--- config.mk ---
export PLATFORM = sky130hd
export DESIGN_NAME = csef_top
export DESIGN_NICKNAME = d
export VERILOG_FILES = /design/src/design/csef_pkg.sv /design/src/design/csef_top.sv
export SDC_FILE = /design/constraint.sdc
export NUM_CORES = 1
export LEC_CHECK = 0
export ABC_AREA = 1
export BUFFER_PORTS_ARGS = -buffer_cell sky130_fd_sc_hd__buf_2
export CORE_MARGIN = 5
export CORE_UTILIZATION = 44
export DETAILED_ROUTE_END_ITERATION = 12
export PLACE_DENSITY_LB_ADDON = 0.05
export SKIP_CTS_REPAIR_TIMING = 1
export SLEW_MARGIN = 40
export SYNTH_ARGS = -nofsm -noshare
export SYNTH_HDL_FRONTEND = slang
export SYNTH_SLANG_ARGS = --single-unit
export TNS_END_PERCENT = 20
--- constraint.sdc ---
create_clock -name clk_sys_i -period 1.5 [get_ports clk_sys_i]
set_input_delay 0.075 -clock clk_sys_i [delete_from_list [all_inputs] [get_ports clk_sys_i]]
set_output_delay 0.075 -clock clk_sys_i [all_outputs]
set_load 0.03 [all_outputs]
--- src/design/csef_pkg.sv ---
package csef_pkg;
    localparam int unsigned ADDR_W = 8;
    localparam int unsigned DATA_W = 8;

    // Register offsets
    localparam logic [ADDR_W-1:0] OFF_STATUS = 8'h00;
    localparam logic [ADDR_W-1:0] OFF_RXBUF = 8'h04;
    localparam logic [ADDR_W-1:0] OFF_CTRL = 8'h08;
    localparam logic [ADDR_W-1:0] OFF_IRQ_ST = 8'h0C;
    localparam logic [ADDR_W-1:0] OFF_IRQ_MASK = 8'h10;

    // Status bit positions
    localparam int unsigned B_RXFULL = 6;
    localparam int unsigned B_OVR = 5;
    localparam int unsigned B_CERR = 4;
    localparam int unsigned B_PAR = 3;

    // Control bit positions
    localparam int unsigned B_RXEN = 0;
    localparam int unsigned B_SYNC = 1;
    localparam int unsigned B_CARD = 2;

    // Event index in interrupt registers
    localparam int unsigned NEV = 4;
    localparam int unsigned E_RXFULL = 0;
    localparam int unsigned E_OVR = 1;
    localparam int unsigned E_CERR = 2;
    localparam int unsigned E_PAR = 3;

    localparam logic [DATA_W-1:0] ZERO_BYTE = 8'h00;
    localparam logic [2:0] CTRL_RST = 3'h0;
    localparam logic [NEV-1:0] EV_NONE = 4'h0;

    typedef struct packed {
        logic wr;
        logic rd;
        logic [ADDR_W-1:0] addr;
        logic [DATA_W-1:0] wdata;
    } csef_bus_t;

    typedef struct packed {
        logic done;
        logic parity_err;
        logic [DATA_W-1:0] data;
    } csef_rx_t;

    typedef struct packed {
        logic rx_full;
        logic ovr;
        logic cerr;
        logic par;
    } csef_flags_t;

    typedef struct packed {
        csef_flags_t flags;
        csef_flags_t armed;
        logic [DATA_W-1:0] rx_buffer;
        logic [2:0] ctrl;
        logic [NEV-1:0] irq_st;
        logic [NEV-1:0] irq_mask;
        logic [DATA_W-1:0] rdata;
        logic rx_accept;
        logic tx_allow;
        logic irq;
    } csef_state_t;
endpackage

--- src/design/csef_top.sv ---
// Local design decisions: the plain strobed port and the register addresses.
`timescale 1ns/100ps

// How it works
// - Completion without parity error while full sets overrun
// - Overrun keeps old byte, drops new
// - Overrun set blocks further reception
// - Sync mode: overrun also blocks transmit
// - Overrun clears on read one, write zero
// - Receive disable leaves overrun untouched
// - Sampled low error signal sets flag
// - Error flag clears on read, write zero
// - Parity error on reception sets flag
// - Parity error loads buffer, not full
// - Parity set blocks reception, sync transmit
// - Parity clears on read one, write zero
// - Receive disable leaves parity untouched
// - Writing one to flags does nothing
// - Normal end loads buffer, sets full
module csef_top (
    // Clock and reset
    input wire logic clk_sys_i,
    input wire logic rst_i,
    // Register port
    input wire csef_pkg::csef_bus_t bus_i,
    output logic [csef_pkg::DATA_W-1:0] rd_data_o,
    // Receiver core
    input wire csef_pkg::csef_rx_t rx_i,
    output logic rx_accept_o,
    output logic tx_allow_o,
    // Card error signal sampling
    input wire logic err_sample_i,
    input wire logic err_line_i,
    // Interrupt
    output logic irq_o
);
    csef_pkg::csef_state_t s_r;
    csef_pkg::csef_state_t s_nxt;

    logic wr_status;
    logic rd_status;
    logic wr_ctrl;
    logic wr_irq_st;
    logic wr_irq_mask;
    logic rx_open;
    logic rx_good;
    logic rx_over;
    logic rx_par;
    logic card_err;
    logic [csef_pkg::NEV-1:0] ev;
    csef_pkg::csef_flags_t clr;
    logic [csef_pkg::DATA_W-1:0] stat_word;
    logic [csef_pkg::DATA_W-1:0] rd_word;

    assign wr_status = bus_i.wr
        && (bus_i.addr == csef_pkg::OFF_STATUS);
    assign rd_status = bus_i.rd
        && (bus_i.addr == csef_pkg::OFF_STATUS);
    assign wr_ctrl = bus_i.wr
        && (bus_i.addr == csef_pkg::OFF_CTRL);
    assign wr_irq_st = bus_i.wr
        && (bus_i.addr == csef_pkg::OFF_IRQ_ST);
    assign wr_irq_mask = bus_i.wr
        && (bus_i.addr == csef_pkg::OFF_IRQ_MASK);

    // Reception stays shut while the overrun or parity flag stands
    assign rx_open = s_r.ctrl[csef_pkg::B_RXEN]
        && !s_r.flags.ovr && !s_r.flags.par;

    assign rx_par = rx_open && rx_i.done
        && rx_i.parity_err;
    assign rx_over = rx_open && rx_i.done
        && !rx_i.parity_err && s_r.flags.rx_full;
    assign rx_good = rx_open && rx_i.done
        && !rx_i.parity_err && !s_r.flags.rx_full;

    // Error signal only meaningful in card mode
    assign card_err = err_sample_i && !err_line_i
        && s_r.ctrl[csef_pkg::B_CARD];

    assign ev[csef_pkg::E_RXFULL] = rx_good;
    assign ev[csef_pkg::E_OVR] = rx_over;
    assign ev[csef_pkg::E_CERR] = card_err;
    assign ev[csef_pkg::E_PAR] = rx_par;

    // Clear needs an earlier read of one and a written zero
    assign clr.rx_full = wr_status && s_r.armed.rx_full
        && !bus_i.wdata[csef_pkg::B_RXFULL];
    assign clr.ovr = wr_status && s_r.armed.ovr
        && !bus_i.wdata[csef_pkg::B_OVR];
    assign clr.cerr = wr_status && s_r.armed.cerr
        && !bus_i.wdata[csef_pkg::B_CERR];
    assign clr.par = wr_status && s_r.armed.par
        && !bus_i.wdata[csef_pkg::B_PAR];

    always_comb begin
        stat_word = csef_pkg::ZERO_BYTE;
        stat_word[csef_pkg::B_RXFULL] = s_r.flags.rx_full;
        stat_word[csef_pkg::B_OVR] = s_r.flags.ovr;
        stat_word[csef_pkg::B_CERR] = s_r.flags.cerr;
        stat_word[csef_pkg::B_PAR] = s_r.flags.par;
    end

    always_comb begin
        rd_word = csef_pkg::ZERO_BYTE;
        unique case (bus_i.addr)
            csef_pkg::OFF_STATUS: begin
                rd_word = stat_word;
            end
            csef_pkg::OFF_RXBUF: begin
                rd_word = s_r.rx_buffer;
            end
            csef_pkg::OFF_CTRL: begin
                rd_word[2:0] = s_r.ctrl;
            end
            csef_pkg::OFF_IRQ_ST: begin
                rd_word[csef_pkg::NEV-1:0] = s_r.irq_st;
            end
            csef_pkg::OFF_IRQ_MASK: begin
                rd_word[csef_pkg::NEV-1:0] = s_r.irq_mask;
            end
            default: begin
                rd_word = csef_pkg::ZERO_BYTE;
            end
        endcase
    end

    always_comb begin
        s_nxt = s_r;

        // Read data valid only the cycle after a read
        s_nxt.rdata = bus_i.rd ? rd_word : csef_pkg::ZERO_BYTE;

        if (wr_ctrl) begin
            // Flags are not touched by receive disable
            s_nxt.ctrl = bus_i.wdata[2:0];
        end

        // Any status write ends the read-then-write pairing
        if (wr_status) begin
            s_nxt.armed = '0;
        end
        if (rd_status) begin
            s_nxt.armed.rx_full = s_r.armed.rx_full
                | s_r.flags.rx_full;
            s_nxt.armed.ovr = s_r.armed.ovr | s_r.flags.ovr;
            s_nxt.armed.cerr = s_r.armed.cerr | s_r.flags.cerr;
            s_nxt.armed.par = s_r.armed.par | s_r.flags.par;
        end

        // Clears first, then sets so an event wins
        if (clr.rx_full) begin
            s_nxt.flags.rx_full = 1'b0;
        end
        if (clr.ovr) begin
            s_nxt.flags.ovr = 1'b0;
        end
        if (clr.cerr) begin
            s_nxt.flags.cerr = 1'b0;
        end
        if (clr.par) begin
            s_nxt.flags.par = 1'b0;
        end

        if (rx_good) begin
            s_nxt.rx_buffer = rx_i.data;
            s_nxt.flags.rx_full = 1'b1;
        end
        if (rx_over) begin
            // Buffer keeps the earlier byte
            s_nxt.flags.ovr = 1'b1;
        end
        if (rx_par) begin
            s_nxt.rx_buffer = rx_i.data;
            s_nxt.flags.par = 1'b1;
        end
        if (card_err) begin
            s_nxt.flags.cerr = 1'b1;
        end

        if (wr_irq_mask) begin
            s_nxt.irq_mask = bus_i.wdata[csef_pkg::NEV-1:0];
        end
        for (int i = 0; i < csef_pkg::NEV; i++) begin
            if (wr_irq_st && bus_i.wdata[i]) begin
                s_nxt.irq_st[i] = 1'b0;
            end
            if (ev[i]) begin
                s_nxt.irq_st[i] = 1'b1;
            end
        end
        s_nxt.irq = |(s_nxt.irq_st & s_nxt.irq_mask);

        s_nxt.rx_accept = s_nxt.ctrl[csef_pkg::B_RXEN]
            && !s_nxt.flags.ovr && !s_nxt.flags.par;
        s_nxt.tx_allow = !s_nxt.ctrl[csef_pkg::B_SYNC]
            || (!s_nxt.flags.ovr && !s_nxt.flags.par);
    end

    always_ff @(posedge clk_sys_i) begin
        if (rst_i) begin
            s_r.flags <= '0;
            s_r.armed <= '0;
            s_r.rx_buffer <= csef_pkg::ZERO_BYTE;
            s_r.ctrl <= csef_pkg::CTRL_RST;
            s_r.irq_st <= csef_pkg::EV_NONE;
            s_r.irq_mask <= csef_pkg::EV_NONE;
            s_r.rdata <= csef_pkg::ZERO_BYTE;
            s_r.rx_accept <= 1'b0;
            s_r.tx_allow <= 1'b1;
            s_r.irq <= 1'b0;
        end else begin
            s_r <= s_nxt;
        end
    end

    assign rd_data_o = s_r.rdata;
    assign rx_accept_o = s_r.rx_accept;
    assign tx_allow_o = s_r.tx_allow;
    assign irq_o = s_r.irq;
endmodule

==> metrics.txt, run 1 <==
final net count=292; clock transition at the registers of the reported paths=70 ps; Rel. slew slack=78.3%; Leak=0.875 nW; Filler cells=388; Place WS=198 ps; Final Hold Viols=0; CTS H-Tree Depth=2; GPL Wtd Cong=0.761; grt ovf=0; kind of critical path=reg2reg; Core Rows=22; Yosys warning total=0; endpoint class of the critical path=flop; vias in the first global route=1406; Post-Synthesis Cells=223; WL per Instance=12.0 um; CTS sink count=38; drt pass-1 iters=4; CP max-delay cell=dfxtp_1; Sw Ratio=22.5%; CP startpoint kind=flop; fin. max-slew vios=0; Die ar.=5190 sq um; max-cap violations=0; global-route wire length before repair=6230 um; Die H=72.0 um; # port buffers=41; register share of total power=55.1%; Clk pwr share=39.3%; Syn Area/Cell=7.59 sq um; CTS buffer count=5; Worst path top cell family by delay=flip-flops; CP Buf/Inv Count=2; maximum vdd ir drop=0.511 mV; distinct cell type count after synthesis=25; Initial Util=45.9%; Power per Cell Area=922 nW/um^2; Comb pwr share=5.6%; flops & latches, synth=38; residual DRC count=0; I/O pins=43; CP cell instances=nor2_1 -> nand3_1 -> inv_1 -> o21ai_0 -> buf_4 -> o21ai_0 -> a21oi_1; Post-DRT Antenna Nets=0; core box area=3690 sq um; Hold/Removal Path Class=in2reg; root buffer cell=clkbuf_8; starting DRC count in detailed routing=66; Post-synth EDFFs=0; Area Growth Syn to Fin=17.4%; Die X=72.0 um; crit-path max FO=12; Max Clock Skew=4.83 ps; Critical Path AT=1400 ps; most used cell, CP=o21ai_0; Fmax=816 MHz; diode count=0; clock buffer depth=2; min Tclk post-route=1230 ps; Tot GR Track Use=15.4%; slew at the pin closest to its max-slew limit=325 ps; Max stage delay on crit path=340 ps; initial antenna violation count=0; TritonCTS clock tree=built; cell internal pwr=0.00142 W; final WL=3710 um; sequential element share of the synthesized area=44.9%; layout cells sized above 1=24.5%; Skew-Pair Late Insertion Delay=290 ps; via count=1487; Fin Setup TNS=0 ps; Worst Path Required=1670 ps; RSZ-0062 raised after global routing=no; status=complete, no violations; largest net degree at the start of global routing=18; endpoints failing setup=0; Switching Power=0.000413 W; synthesized area=1690 sq um; asr flop ratio synth=0%; ys flop type=dfxtp_1; setup ws final=274 ps; fin crit share=81.7%; syn nets=255; vias per cell=4.81; dpl hpwl=2990 um
-- kinds of logic (layout without fill, tap and decap cells) --
family	count (synthesis)	in the layout	share of synthesized area [%]
compound gates	47	47	15.1
simple gates	106	106	31.0
flops	38	38	44.9
buf+inv	32	70	9.02
-- stage by stage --
step | power [W] | instance area (sq um) | utilization (%) | hold slack, ps | instances
floorplan | 0.00108 | 1690 | - | 239 | 223
global placement | 0.00114 | 1890 | 51.3 | 335 | 301
detailed placement | 0.00114 | 1890 | 51.3 | 338 | 301
CTS | 0.00185 | 1990 | 53.9 | 46.6 | 309
global route | 0.00190 | 1990 | 53.9 | 57.7 | 309
finish | 0.00183 | 1990 | 53.9 | 48.2 | 309
-- worst min-delay path, cell delays in order --
cell and delay (ps):
buf_2 70, o21ai_0 70, nor2_1 80
-- cell usage in the layout, fill, tap and decap left out, drive strengths merged --
master,n
a211oi,1
a21boi,2
a21oi,26
a41oi,2
buf,43
clkbuf,6
clkinv,1
clkinvlp,1
dfxtp,38
inv,19
nand2,55
nand3,15
nand4,2
nor2,30
nor3,2
nor3b,1
o21ai,14
o31ai,2
or2,1
-- cells in the mapped netlist, types with 2 or more instances --
cell      number  area (sq um)
nand2_4        2          22.5
o21ai_0       14          70.1
nand3_1       13          65.1
clkbuf_1       3          11.3
a21oi_1       26           130
nand4_1        2          12.5
nor3_1         2          10.0
inv_1         18          67.6
nor2_4         5          56.3
dfxtp_1       38           761
buf_4          8          60.1
o31ai_1        2          15.0
a41oi_1        2          17.5
a21boi_1       2          15.0
buf_2          2          10.0
nor2_1        23          86.3
nand2_1       53           199
-- routing by layer --
layer	up-vias	track usage, %	part of all wire, %
li1	793	-	-
met2	40	24.7	45
met4	0	5.64	1.2
met1	647	19.8	48
met3	7	4.16	5.8
met5	-	0	0
-- power by group through the flow --
stage / combinational (W) / sequential, W / clock (W)
floorplan: 0.0000452 / 0.00103 / 0
global placement: 0.000104 / 0.00103 / 0
detailed placement: 0.000104 / 0.00103 / 0
CTS: 0.000104 / 0.00101 / 0.000741
global route: 0.000115 / 0.00101 / 0.000779
finish: 0.000103 / 0.00101 / 0.000720
-- sequential cells by signal (all words and copies together) (netlist names) --
name         flops
tx_allow_o       1
rx_accept_o      1
rd_data_o        8
irq_o            1
s_r             27
-- area by class of cell --
type / instances / area (sq um) / area share (%)
clock inverters: 2 / 12.5 / 0.630
well taps: 48 / 60.1 / 3.02
clock buffers: 6 / 82.6 / 4.16
inverters: 19 / 71.3 / 3.59
flip-flops and latches: 38 / 761 / 38.3
repair buffers: 43 / 220 / 11.1
multi-input cells: 153 / 779 / 39.2
-- worst paths after layout --
check	from	cells after the start	slack (ps)	endpoint
setup / recovery	s_r[34]$_SDFF_PP0_	7	270	s_r[23]$_SDFFE_PP0P_
hold / removal	rx_i[6]	3	50	s_r[28]$_SDFFE_PP0P_
setup reg to reg	s_r[34]$_SDFF_PP0_	7	270	s_r[23]$_SDFFE_PP0P_
hold reg to reg	s_r[29]$_SDFFE_PP0P_	2	450	rd_data_o[7]$_SDFF_PP0_
(Power assumes the default switching activity.)
==> inputs of run 2 (changes only) <==
clock period = 1.05 ns   (was 1.5 ns; I/O delays follow)
==> run 2 against run 1 <==
Effect of this change: the run now ends with setup timing left; sequential cell count did not move; final cell count rose by 8.4%; sequential share of layout area fell by 4.2 points; utilization rose by 6.8 points; hold slack got worse by 43 ps; count of clock-buffer cells in the layout rose by 1; non-clock buffer count rose by 26; die area did not move; first-iteration DRC count did not move; largest cell class unchanged.
==> metrics.txt, run 2 (synthesized netlist as in run 1, its figures left out) <==
status=finished, violations left; failing checks=setup timing; final WL=4090 um (+10%); Core Rows=22 (unchanged); Rel. slew slack=79.7% (+1.4 points); most frequent cells in the layout=nand2_1, buf_2, dfxtp_1, buf_4, a21oi_1; RR Startpoint=s_r[36]$_SDFF_PP0_; # port buffers=41 (unchanged); Hold EP=s_r[26]$_SDFFE_PP0P_; Hold/Removal Path Class=in2reg; Final Hold Viols=0 (unchanged); diode count=0 (unchanged); GPL Wtd Cong=0.807 (+6.0%); Tot GR Track Use=16.9% (+1.5 points); Skew-Pair Late Insertion Delay=290 ps (about the same); worst r2r dst=s_r[36]$_SDFF_PP0_; drt pass-1 iters=4 (unchanged); root buffer cell=clkbuf_8; RSZ-0062 raised after global routing=yes; residual DRC count=0 (unchanged); core box area=3690 sq um (unchanged); Place WS=-183 ps (-381 ps); fin. max-slew vios=0 (unchanged); worst hold start=rx_i[4]; slew at the pin closest to its max-slew limit=303 ps (-21.4 ps); R2R Setup Slk=-150 ps (-430 ps); Critical Path AT=1430 ps (+30 ps); Final Util=60.7% (+6.8 points); FF-to-FF path depth=7 (unchanged); Die H=72.0 um (unchanged); grt ovf=0 (unchanged); fin crit share=115% (+33 points); global-route wire length before repair=6890 um (+11%); layout cells sized above 1=33.8% (+9.3 points); CTS H-Tree Depth=2 (unchanged); Initial Util=45.9% (unchanged); CTS sink count=38 (unchanged); kind of critical path=reg2reg; vias per cell=4.72 (-2.0%); crit-path max FO=3 (-9); CTS buffer count=5 (unchanged); hold-critical path depth=3 (unchanged); TritonCTS clock tree=built; placed instance area=2100 sq um (+11%); Area Growth Syn to Fin=32.2%; Die ar.=5190 sq um (unchanged); via count=1580 (+6.3%); max FFs per register=27 (unchanged); CP startpoint kind=flop; dpl hpwl=3170 um (+6.1%); WL per Instance=12.2 um (+1.8%); Power per Cell Area=1260 nW/um^2 (+37%); I/O pins=43 (unchanged); Fmax=831 MHz (+1.8%); setup ws final=-154 ps (-428 ps); commonest non-fill, non-tap cell in the layout=nand2_1; Leak=1.02 nW (+16%); vias in the first global route=1525 (+8.5%); endpoints failing setup=13 (+13); Biggest register=s_r; initial antenna violation count=0 (unchanged); Worst Path Required=1280 ps (-390 ps); endpoint class of the critical path=flop; max-cap violations=0 (unchanged); min Tclk post-route=1200 ps (-22.2 ps); Post-DRT Antenna Nets=0 (unchanged); maximum vdd ir drop=0.734 mV (+44%); starting DRC count in detailed routing=66 (unchanged); WHS=5.04 ps (-43.2 ps); Die X=72.0 um (unchanged); clock transition at the registers of the reported paths=70 ps (about the same); clock buffer depth=2 (unchanged); final design area excluding fillers=2240 sq um (+13%); Max Clock Skew=5.66 ps (+0.830 ps); largest net degree at the start of global routing=14 (-4); final net count=318 (+8.9%)
==> run 2: cell count changes in the layout (fill, tap and decap cells not counted), moves of 2 or more <==
cell / before / now
dfxtp_2: 0 / 2
nand2_2: 0 / 3
dfxtp_1: 38 / 36
a21boi_1: 2 / 0
o21ai_0: 14 / 6
clkbuf_1: 0 / 2
nand2_1: 53 / 50
o21ai_1: 0 / 7
buf_4: 2 / 27
==> run 2: layout make-up <==
cell class / instances / area (sq um)
Fill cell: 356 / 1450
Multi-Input combinational cell: 153 / 808
Sequential cell: 38 / 763
Timing Repair Buffer: 69 / 428
Clock buffer: 7 / 76.3
Inverter: 19 / 71.3
Tap cell: 48 / 60.1
Clock inverter: 1 / 30.0
==> run 2: how the worst max path moves through the flow <==
stage | slack (ps) | from | to | cells after the start
floorplan | -20 | s_r[34]$_SDFF_PP0_ | s_r[27]$_SDFFE_PP0P_ | 7
global placement | -180 | bus_i[9] | irq_o$_SDFF_PP0_ | 11
detailed placement | -180 | bus_i[9] | irq_o$_SDFF_PP0_ | 11
CTS | -130 | s_r[34]$_SDFF_PP0_ | s_r[28]$_SDFFE_PP0P_ | 7
global route | -240 | s_r[36]$_SDFF_PP0_ | s_r[29]$_SDFFE_PP0P_ | 7
finish | -150 | s_r[36]$_SDFF_PP0_ | s_r[36]$_SDFF_PP0_ | 7
==> run 2: per-layer routing <==
| layer | vias up | share of wire [%] | global-route usage (%) |
|---|---|---|---|
| met3 | 5 | 5.5 | 3.74 |
| met4 | 0 | 1.0 | 4.38 |
| li1 | 851 | - | - |
| met1 | 687 | 49 | 23.0 |
| met2 | 37 | 45 | 27.0 |
| met5 | - | 0 | 0 |
==> run 2: metrics by stage <==
step           std cells  total power [W]  TNS, ps
4_1_cts              335          0.00284    -1240
6_report             335          0.00282    -1540
3_3_place_gp         327          0.00165    -2520
3_5_place_dp         327          0.00165    -2850
2_1_floorplan        223          0.00154    -42.2
5_1_grt              335          0.00291    -2770
==> run 2: power by group <==
| group | total, W | internal [W] | switching, W |
|---|---|---|---|
| registers | 0.00144 | 0.00144 | 0.000000556 |
| logic | 0.000174 | 0.0000764 | 0.0000973 |
| clock network | 0.00120 | 0.000711 | 0.000490 |
| total | 0.00282 | 0.00223 | 0.000587 |
==> run 2: critical path, cell delays in order, from the launching register on <==
cell and delay (ps):
dfxtp_2 320, nor2_1 90, nand3_1 120, nor2_2 180
nand2_2 90, a21boi_4 150, buf_4 130, nor2_1 60
==> inputs of run 3 (changes only) <==
GPL_TIMING_DRIVEN = 0   (was default)
MAX_ROUTING_LAYER = met4   (was default)
==> run 3 against run 2 <==
Effect of this change: the run ends with hold timing, setup timing left; via count down 1.8%; total power decreased by 6.2%; final cell count down 3.6%; clock power down 12%; register-to-register slack worse by 20 ps; sequential share of layout area rose by 1.8 points; sequential power barely moved; setup slack worse by 22 ps; utilization shrank 2.8 points; hold slack got worse by 6.8 ps; global-route usage decreased by 0.077 points; clock skew shrank 2.3 ps.
==> metrics.txt, run 3 (synthesized netlist as in run 1, its figures left out) <==
CTS buffer count=5 (unchanged); Final Hold Viols=1 (+1); setup ws final=-176 ps (-22.5 ps); RSZ-0062 raised after global routing=yes; Fmax=815 MHz (-1.8%); Die H=72.0 um (unchanged); Critical Path AT=1410 ps (-20 ps); Critical Path Start=s_r[36]$_SDFF_PP0_; vias in the first global route=1344 (-12%); Top Layer Used=met4; register share of total power=54.5% (+3.3 points); Worst Path Required=1240 ps (-40 ps); Core Rows=22 (unchanged); I/O pins=43 (unchanged); min Tclk post-route=1230 ps (+22.5 ps); commonest non-fill, non-tap cell in the layout=nand2_1; dpl hpwl=3120 um (-1.7%); final net count=306 (-3.8%); Clk pwr share=39.7% (-2.9 points); Post-DRT Antenna Nets=0 (unchanged); CTS sink count=38 (unchanged); kind of critical path=reg2reg; Sw Ratio=23.3% (+2.5 points); Max Clock Skew=3.35 ps (-2.31 ps); Hold EP=s_r[27]$_SDFFE_PP0P_; Place WS=-245 ps (-62.0 ps); routed length on met3=223 um (-1.8%); global-route wire length before repair=6510 um (-5.5%); wire length on met1=1950 um (-2.2%); CP startpoint kind=flop; endpoint class of the critical path=flop; Leak=0.951 nW (-6.5%); Final Util=57.9% (-2.8 points); Initial Util=45.9% (unchanged); Tot GR Track Use=16.8% (-0.077 points); TritonCTS clock tree=built; root buffer cell=clkbuf_8; maximum vdd ir drop=0.673 mV (-8.2%); CTS H-Tree Depth=2 (unchanged); final WL=4040 um (-1.4%); Biggest register=s_r; Filler cells=386 (+8.4%); placed instance area=1960 sq um (-6.9%); Rel. slew slack=68.6% (-11 points); # port buffers=40 (-2.4%); worst hold start=rx_i[5]; failing checks=hold timing, setup timing; diode count=0 (unchanged); max FFs per register=27 (unchanged); Comb pwr share=5.9% (-0.3 points); Die X=72.0 um (unchanged); worst r2r dst=s_r[23]$_SDFFE_PP0P_; Switching Power=0.000616 W (+4.9%); starting DRC count in detailed routing=56 (-15%); largest net degree at the start of global routing=13 (-1); Area Growth Syn to Fin=26.1%; crit-path max FO=5 (+2); fin crit share=117% (+2.1 points); WHS=-1.80 ps (-6.85 ps); clock buffer depth=2 (unchanged); clock transition at the registers of the reported paths=70 ps (about the same); residual DRC count=0 (unchanged); slew at the pin closest to its max-slew limit=471 ps (+167 ps); FF-to-FF path depth=7 (unchanged); WL per Instance=12.5 um (+2.3%); core box area=3690 sq um (unchanged); fin. max-slew vios=0 (unchanged); cell internal pwr=0.00203 W (-9.1%); grt ovf=0 (unchanged); drt pass-1 iters=4 (unchanged); RR Startpoint=s_r[36]$_SDFF_PP0_; layout cells sized above 1=32.4% (-1.4 points); status=finished, violations left; initial antenna violation count=0 (unchanged); max-cap violations=0 (unchanged); endpoints failing setup=14 (+1); Die ar.=5190 sq um (unchanged); Skew-Pair Late Insertion Delay=290 ps (about the same); vias per cell=4.80 (+1.8%); GPL Wtd Cong=0.787 (-2.4%); DR WL met2=1790 um (-2.0%); Hold/Removal Path Class=in2reg; final design area excluding fillers=2130 sq um (-4.6%); most frequent cells in the layout=nand2_1, buf_2, dfxtp_1, a21oi_1, nor2_1; via count=1551 (-1.8%); Power per Cell Area=1240 nW/um^2 (-1.6%); hold-critical path depth=3 (unchanged); R2R Setup Slk=-180 ps (-20 ps)
run 3: per-layer routing:
metal  track usage (%)  up-vias
met5                 -        -
met4              5.64        0
met3              4.71        7
met2              24.5       38
met1              22.4      682
li1                  -      824
run 3: layout make-up:
class	instances	area, sq um	area share (%)
flip-flops and latches	38	766	35.9
clock inverters	2	12.5	0.586
well taps	48	60.1	2.81
inverters	19	71.3	3.34
plain buffers	13	83.8	3.93
multi-input cells	153	831	38.9
clock buffers	6	82.6	3.87
repair buffers	44	228	10.7
run 3: worst max-delay path by stage:
stage          cells past startpoint                    to  slack [ps]
2_1_floorplan                      7  s_r[27]$_SDFFE_PP0P_         -20
3_3_place_gp                      11      irq_o$_SDFF_PP0_        -250
3_5_place_dp                      11      irq_o$_SDFF_PP0_        -240
4_1_cts                            7  s_r[27]$_SDFFE_PP0P_        -210
5_1_grt                            7  s_r[26]$_SDFFE_PP0P_        -230
6_report                           7  s_r[23]$_SDFFE_PP0P_        -180
run 3: stage by stage:
stage               setup TNS [ps]  total power, W  instances
global route                 -2840         0.00274        323
detailed placement           -3860         0.00163        311
CTS                          -1850         0.00267        319
finish                       -1820         0.00264        323
floorplan                    -42.2         0.00154        223
global placement             -3690         0.00163        311
run 3: power groups by stage:
stage          Clock [W]  Combinational, W  Sequential [W]
2_1_floorplan          0         0.0000656         0.00148
3_3_place_gp           0          0.000152         0.00148
3_5_place_dp           0          0.000152         0.00148
4_1_cts          0.00108          0.000152         0.00144
5_1_grt          0.00113          0.000174         0.00144
6_report         0.00105          0.000155         0.00144
run 3: critical path: stages (launching register included):
cell     delay (ps)
dfxtp_4         340
nor2_1           80
nand3_1         120
inv_1           140
o21ai_4          90
buf_4           160
o21ai_1         130
a21oi_1          50
